### config.mk
export PLATFORM = sky130hd
export DESIGN_NAME = tws_serial_port
export DESIGN_NICKNAME = d
export VERILOG_FILES = /design/src/design/tws_pkg.sv /design/src/design/tws_input_sync.sv /design/src/design/tws_clock_divider.sv /design/src/design/tws_serial_port.sv
export SDC_FILE = /design/constraint.sdc
export NUM_CORES = 1
export LEC_CHECK = 0
export BUFFER_PORTS_ARGS = -buffer_cell sky130_fd_sc_hd__buf_2
export CORE_MARGIN = 3
export CORE_UTILIZATION = 42
export CTS_CLUSTER_SIZE = 28
export DETAILED_ROUTE_END_ITERATION = 10
export GPL_ROUTABILITY_DRIVEN = 0
export PLACE_DENSITY = 0.66
export SETUP_SLACK_MARGIN = 0.4
export SYNTH_ARGS = -nofsm -noshare
export SYNTH_HDL_FRONTEND = slang
export SYNTH_SLANG_ARGS = --single-unit
### constraint.sdc
create_clock -name clock_in -period 2.3 [get_ports clock_in]
set_clock_uncertainty 0.05 [all_clocks]
set_input_delay 0.115 -clock clock_in [delete_from_list [all_inputs] [get_ports clock_in]]
set_output_delay 0.115 -clock clock_in [all_outputs]
set_load 0.01 [all_outputs]
### src/design/tws_pkg.sv
// Contract
// - Reset clears control register to zero
// - Disabled: shift stopped, counter cleared, pins released
// - Clock select: external, div4, div8, div16
// - No transfer starts unless enable is set
// - Transmit/receive: shift write starts, output driven
// - Receive-only: shift read starts, output released
// - Write while disabled never starts later
// - Exactly eight bits per transfer, full duplex
// - Shift on falling edge via output latch
// - Sample input on rising serial clock edge
// - Output pin changes only at shift edge
// - Transfer begins with a falling clock edge
// - Stop after eighth bit, flag completion
// - Internal clock rests high after transfer
// - Internal clock: master drives clock pin
// - Unused data pins stay free for port
// - Most significant bit sent and received first
// - Reset clears shift register to zero
package tws_pkg;
	localparam logic [15:0] CTRL_ADDR    = 16'hffa8;
	localparam logic [15:0] SHIFT_ADDR   = 16'hffa9;
	localparam logic [7:0]  CTRL_RESET   = 8'h00;
	localparam logic [7:0]  SHIFT_RESET  = 8'h00;
	localparam int          ENABLE_BIT   = 7;
	localparam int          MODE_BIT     = 2;
	localparam logic [7:0]  CTRL_MASK    = 8'h87;
	localparam logic [1:0]  CLK_EXT      = 2'h0;
	localparam logic [1:0]  CLK_DIV4     = 2'h1;
	localparam logic [1:0]  CLK_DIV8     = 2'h2;
	localparam logic [1:0]  CLK_DIV16    = 2'h3;
	// Half serial periods in system clocks, less one
	localparam logic [2:0]  HALF_DIV4    = 3'h1;
	localparam logic [2:0]  HALF_DIV8    = 3'h3;
	localparam logic [2:0]  HALF_DIV16   = 3'h7;
	localparam logic [2:0]  LAST_BIT     = 3'h7;
	localparam logic [2:0]  COUNT_RESET  = 3'h0;
	typedef enum logic [2:0] {
		TWS_IDLE  = 3'h1,
		TWS_ARMED = 3'h2,
		TWS_SHIFT = 3'h4
	} tws_state_t;
endpackage

### src/design/tws_input_sync.sv
`timescale 1ns/1ps
`default_nettype none
module tws_input_sync #(
	parameter logic RESET_LEVEL = 1'b1
) (
	input  wire logic clock_in,   // System clock
	input  wire logic reset_in,   // Synchronous reset
	input  wire logic clk_en_in,  // Freezes state when low
	input  wire logic pin_in,     // Asynchronous pin
	output logic      level_out   // Filtered level
);
	logic [2:0] stage;
	logic [2:0] next_stage;
	logic       next_level;

	always_comb begin
		next_stage = {stage[1:0], pin_in};
		next_level = level_out;
		// Accept a change once the second and third stages agree
		if (stage[1] == stage[2]) begin
			next_level = stage[2];
		end
	end

	always_ff @(posedge clock_in) begin
		if (reset_in) begin
			stage     <= {3{RESET_LEVEL}};
			level_out <= RESET_LEVEL;
		end else if (clk_en_in) begin
			stage     <= next_stage;
			level_out <= next_level;
		end
	end
endmodule
`default_nettype wire

### src/design/tws_clock_divider.sv
`timescale 1ns/1ps
`default_nettype none
module tws_clock_divider (
	input  wire logic       clock_in,   // System clock
	input  wire logic       reset_in,   // Synchronous reset
	input  wire logic       clk_en_in,  // Freezes state when low
	input  wire logic       restart_in, // Restart half period
	input  wire logic [1:0] select_in,  // Clock select field
	output logic            tick_out    // Half period elapsed
);
	logic [2:0] count;
	logic [2:0] next_count;
	logic [2:0] limit;

	always_comb begin
		unique case (select_in)
			tws_pkg::CLK_DIV4: limit = tws_pkg::HALF_DIV4;
			tws_pkg::CLK_DIV8: limit = tws_pkg::HALF_DIV8;
			default:           limit = tws_pkg::HALF_DIV16;
		endcase
		tick_out   = !restart_in && (count == limit);
		next_count = count + 3'h1;
		if (restart_in || tick_out) begin
			next_count = tws_pkg::COUNT_RESET;
		end
	end

	always_ff @(posedge clock_in) begin
		if (reset_in) begin
			count <= tws_pkg::COUNT_RESET;
		end else if (clk_en_in) begin
			count <= next_count;
		end
	end
endmodule
`default_nettype wire

### src/design/tws_serial_port.sv
`timescale 1ns/1ps
`default_nettype none
module tws_serial_port (
	input  wire logic        clock_in,    // System clock, 20 MHz
	input  wire logic        reset_in,    // Synchronous reset, active high
	input  wire logic        clk_en_in,   // Freezes all state when low
	input  wire logic [15:0] addr_in,     // Register address
	input  wire logic        wr_in,       // Register write strobe
	input  wire logic        rd_in,       // Register read strobe
	input  wire logic [7:0]  wdata_in,    // Write data
	output logic      [7:0]  rdata_out,   // Read data, one cycle later
	input  wire logic        sck_in,      // Serial clock pin input
	output logic             sck_out,     // Serial clock pin output
	output logic             sck_oe_out,  // Serial clock pin drive enable
	output logic             so_out,      // Serial out pin output
	output logic             so_oe_out,   // Serial out pin drive enable
	input  wire logic        si_in,       // Serial in pin input
	output logic             busy_out,    // Transfer in progress
	output logic             done_out     // Transfer complete pulse
);
	tws_pkg::tws_state_t state;
	tws_pkg::tws_state_t next_state;
	logic [7:0] ctrl;
	logic [7:0] next_ctrl;
	logic [7:0] shift;
	logic [7:0] next_shift;
	logic [2:0] bit_cnt;
	logic [2:0] next_bit_cnt;
	logic [7:0] next_rdata;
	logic       next_sck;
	logic       next_sck_oe;
	logic       next_so;
	logic       next_so_oe;
	logic       next_busy;
	logic       next_done;
	logic       ext_prev;
	logic       ext_level;
	logic       si_level;
	logic       tick;
	logic       enabled;
	logic       rx_only;
	logic       internal;
	logic       wr_ctrl;
	logic       wr_shift;
	logic       rd_shift;
	logic       trigger;
	logic       fall_evt;
	logic       rise_evt;

	tws_input_sync #(
		.RESET_LEVEL (1'b1)
	) u_sck_sync (
		.clock_in  (clock_in),
		.reset_in  (reset_in),
		.clk_en_in (clk_en_in),
		.pin_in    (sck_in),
		.level_out (ext_level)
	);

	tws_input_sync #(
		.RESET_LEVEL (1'b0)
	) u_si_sync (
		.clock_in  (clock_in),
		.reset_in  (reset_in),
		.clk_en_in (clk_en_in),
		.pin_in    (si_in),
		.level_out (si_level)
	);

	tws_clock_divider u_divider (
		.clock_in   (clock_in),
		.reset_in   (reset_in),
		.clk_en_in  (clk_en_in),
		.restart_in (trigger),
		.select_in  (ctrl[1:0]),
		.tick_out   (tick)
	);

	// Decode and serial clock events
	always_comb begin
		enabled  = ctrl[tws_pkg::ENABLE_BIT];
		rx_only  = ctrl[tws_pkg::MODE_BIT];
		internal = ctrl[1:0] != tws_pkg::CLK_EXT;
		wr_ctrl  = wr_in && (addr_in == tws_pkg::CTRL_ADDR);
		wr_shift = wr_in && (addr_in == tws_pkg::SHIFT_ADDR);
		rd_shift = rd_in && (addr_in == tws_pkg::SHIFT_ADDR);
		// Start only on an access while enabled and idle
		trigger  = enabled && (state == tws_pkg::TWS_IDLE)
			&& ((!rx_only && wr_shift) || (rx_only && rd_shift));
		if (internal) begin
			fall_evt = trigger || ((state == tws_pkg::TWS_SHIFT) && tick && sck_out);
			rise_evt = (state == tws_pkg::TWS_SHIFT) && tick && !sck_out;
		end else begin
			fall_evt = (state != tws_pkg::TWS_IDLE) && ext_prev && !ext_level;
			rise_evt = (state == tws_pkg::TWS_SHIFT) && !ext_prev && ext_level;
		end
	end

	// Transfer sequencing and shift register
	always_comb begin
		next_state   = state;
		next_shift   = shift;
		next_bit_cnt = bit_cnt;
		next_done    = 1'b0;
		next_so      = so_out;
		// Loads only while idle, so a disabled write waits for a new trigger
		if (wr_shift && (state == tws_pkg::TWS_IDLE)) begin
			next_shift = wdata_in;
		end
		unique case (state)
			tws_pkg::TWS_IDLE: begin
				if (trigger) begin
					next_state = internal ? tws_pkg::TWS_SHIFT : tws_pkg::TWS_ARMED;
				end
			end
			tws_pkg::TWS_ARMED: begin
				if (fall_evt) begin
					next_state = tws_pkg::TWS_SHIFT;
				end
			end
			tws_pkg::TWS_SHIFT: begin
				if (rise_evt) begin
					next_shift   = {shift[6:0], si_level};
					next_bit_cnt = bit_cnt + 3'h1;
					if (bit_cnt == tws_pkg::LAST_BIT) begin
						next_state = tws_pkg::TWS_IDLE;
						next_done  = 1'b1;
					end
				end
			end
			default: begin
				next_state = tws_pkg::TWS_IDLE;
			end
		endcase
		// Output latch takes the top bit at each shift edge, from the write data on a write start
		if (fall_evt) begin
			next_so = (trigger && !rx_only) ? wdata_in[7] : shift[7];
		end
		if (!enabled) begin
			next_state   = tws_pkg::TWS_IDLE;
			next_bit_cnt = tws_pkg::COUNT_RESET;
			next_done    = 1'b0;
		end
		next_busy = next_state != tws_pkg::TWS_IDLE;
	end

	// Pin control and register reads
	always_comb begin
		next_ctrl   = ctrl;
		next_rdata  = rdata_out;
		next_sck    = 1'b1;
		next_sck_oe = enabled && internal;
		next_so_oe  = enabled && !rx_only;
		if (wr_ctrl) begin
			next_ctrl = wdata_in & tws_pkg::CTRL_MASK;
		end
		if (enabled && internal) begin
			if (trigger) begin
				next_sck = 1'b0;
			end else if (state == tws_pkg::TWS_SHIFT) begin
				next_sck = tick ? !sck_out : sck_out;
			end
		end
		if (rd_in) begin
			if (addr_in == tws_pkg::CTRL_ADDR) begin
				next_rdata = ctrl & tws_pkg::CTRL_MASK;
			end else if (addr_in == tws_pkg::SHIFT_ADDR) begin
				next_rdata = shift;
			end else begin
				next_rdata = 8'h00;
			end
		end
	end

	always_ff @(posedge clock_in) begin
		if (reset_in) begin
			state      <= tws_pkg::TWS_IDLE;
			ctrl       <= tws_pkg::CTRL_RESET;
			shift      <= tws_pkg::SHIFT_RESET;
			bit_cnt    <= tws_pkg::COUNT_RESET;
			rdata_out  <= 8'h00;
			sck_out    <= 1'b1;
			sck_oe_out <= 1'b0;
			so_out     <= 1'b0;
			so_oe_out  <= 1'b0;
			busy_out   <= 1'b0;
			done_out   <= 1'b0;
			ext_prev   <= 1'b1;
		end else if (clk_en_in) begin
			state      <= next_state;
			ctrl       <= next_ctrl;
			shift      <= next_shift;
			bit_cnt    <= next_bit_cnt;
			rdata_out  <= next_rdata;
			sck_out    <= next_sck;
			sck_oe_out <= next_sck_oe;
			so_out     <= next_so;
			so_oe_out  <= next_so_oe;
			busy_out   <= next_busy;
			done_out   <= next_done;
			ext_prev   <= ext_level;
		end
	end
endmodule
`default_nettype wire

# [Yosys cells after proc, flatten, opt, wreduce, memory -nomap -nowiden]
# Index checks and enable logic that the tools add are counted.
[totals] regBits=44 latchBits=0 ram_bits=0 mem_bits_ro=0 word_cells=98 n_memories=0
[classes] addsub=2 n_mul=0 div_mod_pow=0 magnitude_cmp=0 eq_ne=16 n_shift=0 n_mux=28 n_bitwise=0 n_reduce_logical=35
[op_table] op="two-way mux 8 bit" count=5
[op_table] op="equality test 16 bit (second input constant)" count=2
[op_table] op="two-way mux 3 bit" count=10
[op_table] op="logical AND 1 bit" count=19
[op_table] op="AND reduction 2 bit" count=6
[op_table] op="two-way mux 1 bit" count=11
[op_table] op="one-hot mux 3 bit (3 select lines)" count=1
[op_table] op="adder 3 x 1 -> 3 bit (second input constant)" count=2
[op_table] op="equality test 3 bit (second input constant)" count=2
[op_table] op="inequality test 3 x 1 -> 1 bit (second input constant)" count=2
[op_table] op="one-hot mux 3 bit (2 select lines)" count=1
[op_table] op="zero test 1 bit" count=5
[op_table] op="inequality test 2 x 1 -> 1 bit (second input constant)" count=2
[op_table] op="inequality test 4 bit (second input constant)" count=1
[op_table] op="equality test 3 x 1 -> 1 bit (second input constant)" count=1
[op_table] op="equality test 3 x 2 -> 1 bit (second input constant)" count=1
[op_table] op="equality test 3 bit" count=1
[op_table] op="logical OR 1 bit" count=3
[op_table] op="AND reduction 3 bit" count=1
[op_table] op="equality test 1 bit" count=2
[op_table] op="equality test 2 x 1 -> 1 bit (second input constant)" count=1
[op_table] op="equality test 2 bit (second input constant)" count=1
[op_table] op="nonzero test 2 bit" count=1

# [Longest topological paths before layout]
[logic_depth] ltp_word=15 depth_mapped=8

# [Cells and area by module]
# A second synthesis with hierarchy kept.
[unflattened] hier_cells=242 hier_area_um2=2217.1
[modules_own_cells] module="tws_serial_port" n_inst=1 cells_each=189 area_per_inst_um2=1694.1
[modules_own_cells] module="tws_clock_divider" n_inst=1 cells_each=23 area_per_inst_um2=202.7
[modules_own_cells] module="tws_input_sync (u_si_sync)" n_inst=1 cells_each=16 area_per_inst_um2=171.4
[modules_own_cells] module="tws_input_sync (u_sck_sync)" n_inst=1 cells_each=14 area_per_inst_um2=148.9

# [Least setup slack after synthesis]
# No wires, ideal clock.
[synth_timing] kind="input to register" startpoint="in addr_in[1]" endpoint="reg shift[0]" setup_time_ns=0.103 arrival_ns=2.119 slack_ns=0.027 cell_stages=7 path_cell_list="or4b_4 -> or3_4 -> or3_4 -> buf_6 -> and2_4 -> buf_6 -> a2111oi_2"
[synth_via] elab_chain_cells=12 word_cells_on_any_way=16 classes_between="1 x eq/ne; 4 x mux; 11 x reduce/logical"
[synth_rtl] item="start: declaration" line="tws_serial_port.sv:7" text="input wire logic [15:0] addr_in,"
[synth_rtl] item="equality test 16 bit *" line="tws_serial_port.sv:85, tws_serial_port.sv:86"
[synth_rtl] item="logical AND 1 bit (on tied branches)" line="tws_serial_port.sv:85, tws_serial_port.sv:86"
[synth_rtl] item="logical AND 1 bit" line="tws_serial_port.sv:89" text="&& ((!rx_only && wr_shift) || (rx_only && rd_shift));"
[synth_rtl] item="logical OR 1 bit" line="tws_serial_port.sv:89"
[synth_rtl] item="logical AND 1 bit" line="tws_serial_port.sv:89"
[synth_rtl] item="zero test 1 bit" line="tws_clock_divider.sv:21" text="tick_out = !restart_in && (count == limit);"
[synth_rtl] item="logical AND 1 bit" line="tws_clock_divider.sv:21"
[synth_rtl] item="logical AND 1 bit (2 in series)" line="tws_serial_port.sv:92" text="rise_evt = (state == tws_pkg::TWS_SHIFT) && tick && !sck_out;"
[synth_rtl] item="two-way mux 1 bit" line="tws_serial_port.sv:90" text="if (internal) begin"
[synth_rtl] item="two-way mux 8 bit" line="tws_serial_port.sv:122" text="if (rise_evt) begin"
[synth_rtl] item="two-way mux 8 bit *" line="tws_serial_port.sv:110" text="unique case (state)"
[synth_rtl] item="end signal: assignment" line="tws_serial_port.sv:179" text="shift <= tws_pkg::SHIFT_RESET;"
[synth_rtl] item="end signal: assignment" line="tws_serial_port.sv:192" text="shift <= next_shift;"
[synth_rtl] item="end: declaration" line="tws_serial_port.sv:25" text="logic [7:0] shift;"
# Every way passes the cells marked *; elsewhere a longest branch is shown, timed or not.
# A chain may end at the register's enable or synchronous reset.

# [Worst setup path in the final report]
[layout_timing] startpoint="reg ctrl[1]" endpoint="reg shift[1]"
[layout_via] elab_chain_cells=9 word_cells_on_any_way=11 classes_between="3 x eq/ne; 4 x mux; 4 x reduce/logical"
[layout_rtl] item="start: declaration" line="tws_serial_port.sv:23" text="logic [7:0] ctrl;"
[layout_rtl] item="start signal: assignment" line="tws_serial_port.sv:178" text="ctrl <= tws_pkg::CTRL_RESET;"
[layout_rtl] item="start signal: assignment" line="tws_serial_port.sv:191" text="ctrl <= next_ctrl;"
[layout_rtl] item="equality test 2 bit / equality test 2 x 1 -> 1 bit (equally long branches)" line="tws_clock_divider.sv:16" text="unique case (select_in)"
[layout_rtl] item="one-hot mux 3 bit (2 select lines)" line="tws_clock_divider.sv:16"
[layout_rtl] item="equality test 3 bit" line="tws_clock_divider.sv:21"
[layout_rtl] item="logical AND 1 bit" line="tws_clock_divider.sv:21"
[layout_rtl] item="logical AND 1 bit (2 in series)" line="tws_serial_port.sv:92"
[layout_rtl] item="two-way mux 1 bit *" line="tws_serial_port.sv:90"
[layout_rtl] item="two-way mux 8 bit *" line="tws_serial_port.sv:122"
[layout_rtl] item="two-way mux 8 bit *" line="tws_serial_port.sv:110"
# Marks and branches as above.

==> flow_metrics.env <==
export IMPL_worstPathArrival_ns=2.01
export IMPL_cts_buffer_depth=2
export IMPL_worstSetupPathType="reg2reg"
export IMPL_synth_flop_cell="dfxtp_1"
export IMPL_remaining_drc_errors=0
export IMPL_grt_pass1_wl_um=9425
export IMPL_track_usage=0.1884
export IMPL_cts_buffers_inserted=5
export IMPL_antenna_found_initial=0
export IMPL_finalCritPeriodShare=0.8088
export IMPL_place_hpwl_um=3838
export IMPL_syn_area_um2=2237
export IMPL_whs_ns=0.01426
export IMPL_ioPinCount=45
export IMPL_peakVddDrop_v=0.0003490
export IMPL_status="complete, no violations"
export IMPL_layout_drive_gt1_share=0.3312
export IMPL_grt_ovfl_total=0
export IMPL_antenna_cells=0
export IMPL_syn_nets=297
export IMPL_final_core_utilization=0.5929
export IMPL_area_delta_synth_final_pct=30.98
export IMPL_yosys_area_share_xor_xnor=0.01174
export IMPL_grt_pass1_vias=2101
export IMPL_drtAntennaViolNets=0
export IMPL_hold_class="in2reg"
export IMPL_die_w_um=78.99
export IMPL_first_iter_violations=127
export IMPL_cellLeakagePower_nw=1.157
export IMPL_firstDrtPassIters=4
export IMPL_clk_latency_ns=0.30
export IMPL_synth_simple_area_share=0.2511
export IMPL_avgSynthCellArea_um2=8.571
export IMPL_cts_htree_levels=2
export IMPL_synth_top_family_by_area="simple AND/OR/NAND/NOR gates"
export IMPL_ys_ff_latch=44
export IMPL_cts_clk_slew_worst_paths_ns=0.08
export IMPL_via_count=2111
export IMPL_maxCapViolations=0
export IMPL_period_minus_slack_ns=1.860
export IMPL_via_per_inst=5.497
export IMPL_final_cell_mix="buf_2, dfxtp_1, nor2_1"
export IMPL_dieArea_um2=6239
export IMPL_max_slew_margin=0.6334
export IMPL_fp_dieH_um=78.99
export IMPL_cts_tree="done"
export IMPL_initial_core_util=0.4527
export IMPL_syn_inst=261
export IMPL_synth_compound_area_frac=0.2142
export IMPL_port_buffers=44
export IMPL_hold_viol=0
export IMPL_grt_setup_unrepaired="true"
export IMPL_power_per_cell_area_nw_per_um2=472.9
export IMPL_fin_setup_tns_ns=0
export IMPL_rows=25
export IMPL_setup_worst_path_start_class="flop"
export IMPL_synth_edf_count=0
export IMPL_ys_seq_area_frac=0.3937
export IMPL_mostFrequentLayoutCell="buf_2"
export IMPL_grt_max_degree=40
export IMPL_routed_wl_um=5560
export IMPL_wl_per_cell_um=14.48
export IMPL_synthMuxAreaShare=0.04083
export IMPL_clock_sinks=44
export IMPL_required_ns=2.45
export IMPL_final_nets=352
export IMPL_finalSetupViolCount=0
export IMPL_yosysWarnings=0
export IMPL_synthAdderAreaFrac=0.02796
export IMPL_worst_slew_pin_slew_ns=0.5498
export IMPL_fmax_ghz=0.5376
export IMPL_p_total_mw=1.386
export IMPL_clockRootBuffer="clkbuf_8"
export IMPL_synthArstFlopShare=0
export IMPL_cp_end_kind="flop"
export IMPL_cp_max_fo=8
export IMPL_yosysUniqueCellTypes=50
export IMPL_coreArea_um2=4942
export IMPL_slew_viol_final=0
## power breakdown
| part | leakage [nW] | internal (mW) | switching, mW | total [mW] |
|---|---|---|---|---|
| Clock | 0.0510 | 0.240 | 0.261 | 0.501 |
| Sequential | 0.357 | 0.771 | 0.00787 | 0.778 |
| Combinational | 0.749 | 0.0463 | 0.0599 | 0.106 |
## metrics by stage
stage	instance area (um2)	std cells	setup WS [ns]
finish	2930	384	0.4397
CTS	2874	383	0.3935
floorplan	2366	261	0.1652
global route	2930	384	0.3229
global placement	2658	367	0.1607
detailed placement	2658	367	0.1465
## worst max-delay path, stage by stage (launching register included)
cell	delay (ns)
dfxtp_2	0.34
inv_2	0.05
ha_4	0.26
xor2_2	0.14
and4_4	0.26
o211ai_4	0.09
and2_4	0.26
a2111oi_4	0.29
## timing repair
| action | 4_1_cts | 5_1_grt |
|---|---|---|
| hold endpoints to repair | 1 | 1 |
| gates resized for setup | 14 | 9 |
| setup buffers | 7 | 0 |
| endpoints found under the setup margin | 15 | 16 |
| pin swaps | 6 | 6 |
| hold buffers | 1 | 1 |
## layout make-up
type	instances	area, um2
Fill cell	469	2012
Multi-Input combinational cell	185	1426
Sequential cell	44	884.6
Timing Repair Buffer	64	382.9
Tap cell	67	83.83
Clock buffer	6	82.58
Inverter	16	60.06
Clock inverter	2	10.01
## flip-flops by register name, indices dropped and copies added, names as in the netlist
name,count
ctrl,4
u_si_sync.level_out,1
state,3
busy_out,1
so_oe_out,1
u_sck_sync.stage,3
done_out,1
rdata_out,8
ext_prev,1
u_divider.count,3
u_sck_sync.level_out,1
u_si_sync.stage,3
bit_cnt,3
sck_oe_out,1
sck_out,1
so_out,1
shift,8
## worst paths after layout
check                                                from                              end  slack (ns)  depth (start not counted)
worst min register to register  rdata_out[5]$_SDFFE_PP0P_        rdata_out[5]$_SDFFE_PP0P_        0.40                          2
worst min-delay path                                si_in  u_si_sync.stage[0]$_SDFFE_PP0P_        0.01                          3
worst max register to register       ctrl[1]$_SDFFE_PP0P_            shift[1]$_SDFFE_PP0P_        0.44                          7
worst max-delay path                 ctrl[1]$_SDFFE_PP0P_            shift[1]$_SDFFE_PP0P_        0.44                          7
## metal layers
metal	wire length, um	global-route usage
met1	2530	0.2408
met4	105	0.08763
met2	2643	0.3056
met3	280	0.03628
met5	0	0
## cell families (layout without fill, tap and decap cells)
kind of cell | after synthesis | in the layout
compound gates | 60 | 60
xor+xnor | 3 | 3
fa+ha+maj | 5 | 5
buf+inv | 32 | 88
flops | 44 | 44
mux | 9 | 9
simple gates | 108 | 108
## synthesized netlist by cell type, types with 2 or more instances
cell type  count  area [um2]
buf_6          2       22.52
nand3_1        6       30.03
dfxtp_1       44       880.8
nor3_1         5       25.02
a21oi_1       18       90.09
nor2_1        32       120.1
o21ai_0        2       10.01
nor4_1         2       12.51
a21o_1         3       22.52
nor2b_1        4       25.02
and4b_1        2       20.02
a2111oi_2      8       120.1
and3_1         2       12.51
nand3b_1       6       45.04
o21a_1         2       15.01
or3_4          2       22.52
mux2i_1        8       80.08
ha_1           5       62.56
xor2_1         2       17.52
or3_2          2       15.01
nand2b_1       2       12.51
a22oi_1        5       37.54
a31oi_1        4       25.02
nand2_1       27       101.4
inv_1         16       60.06
clkbuf_1      14       52.55
a211o_1        5       43.79
nand4_1        9       56.30
(Power assumes the default switching activity.)
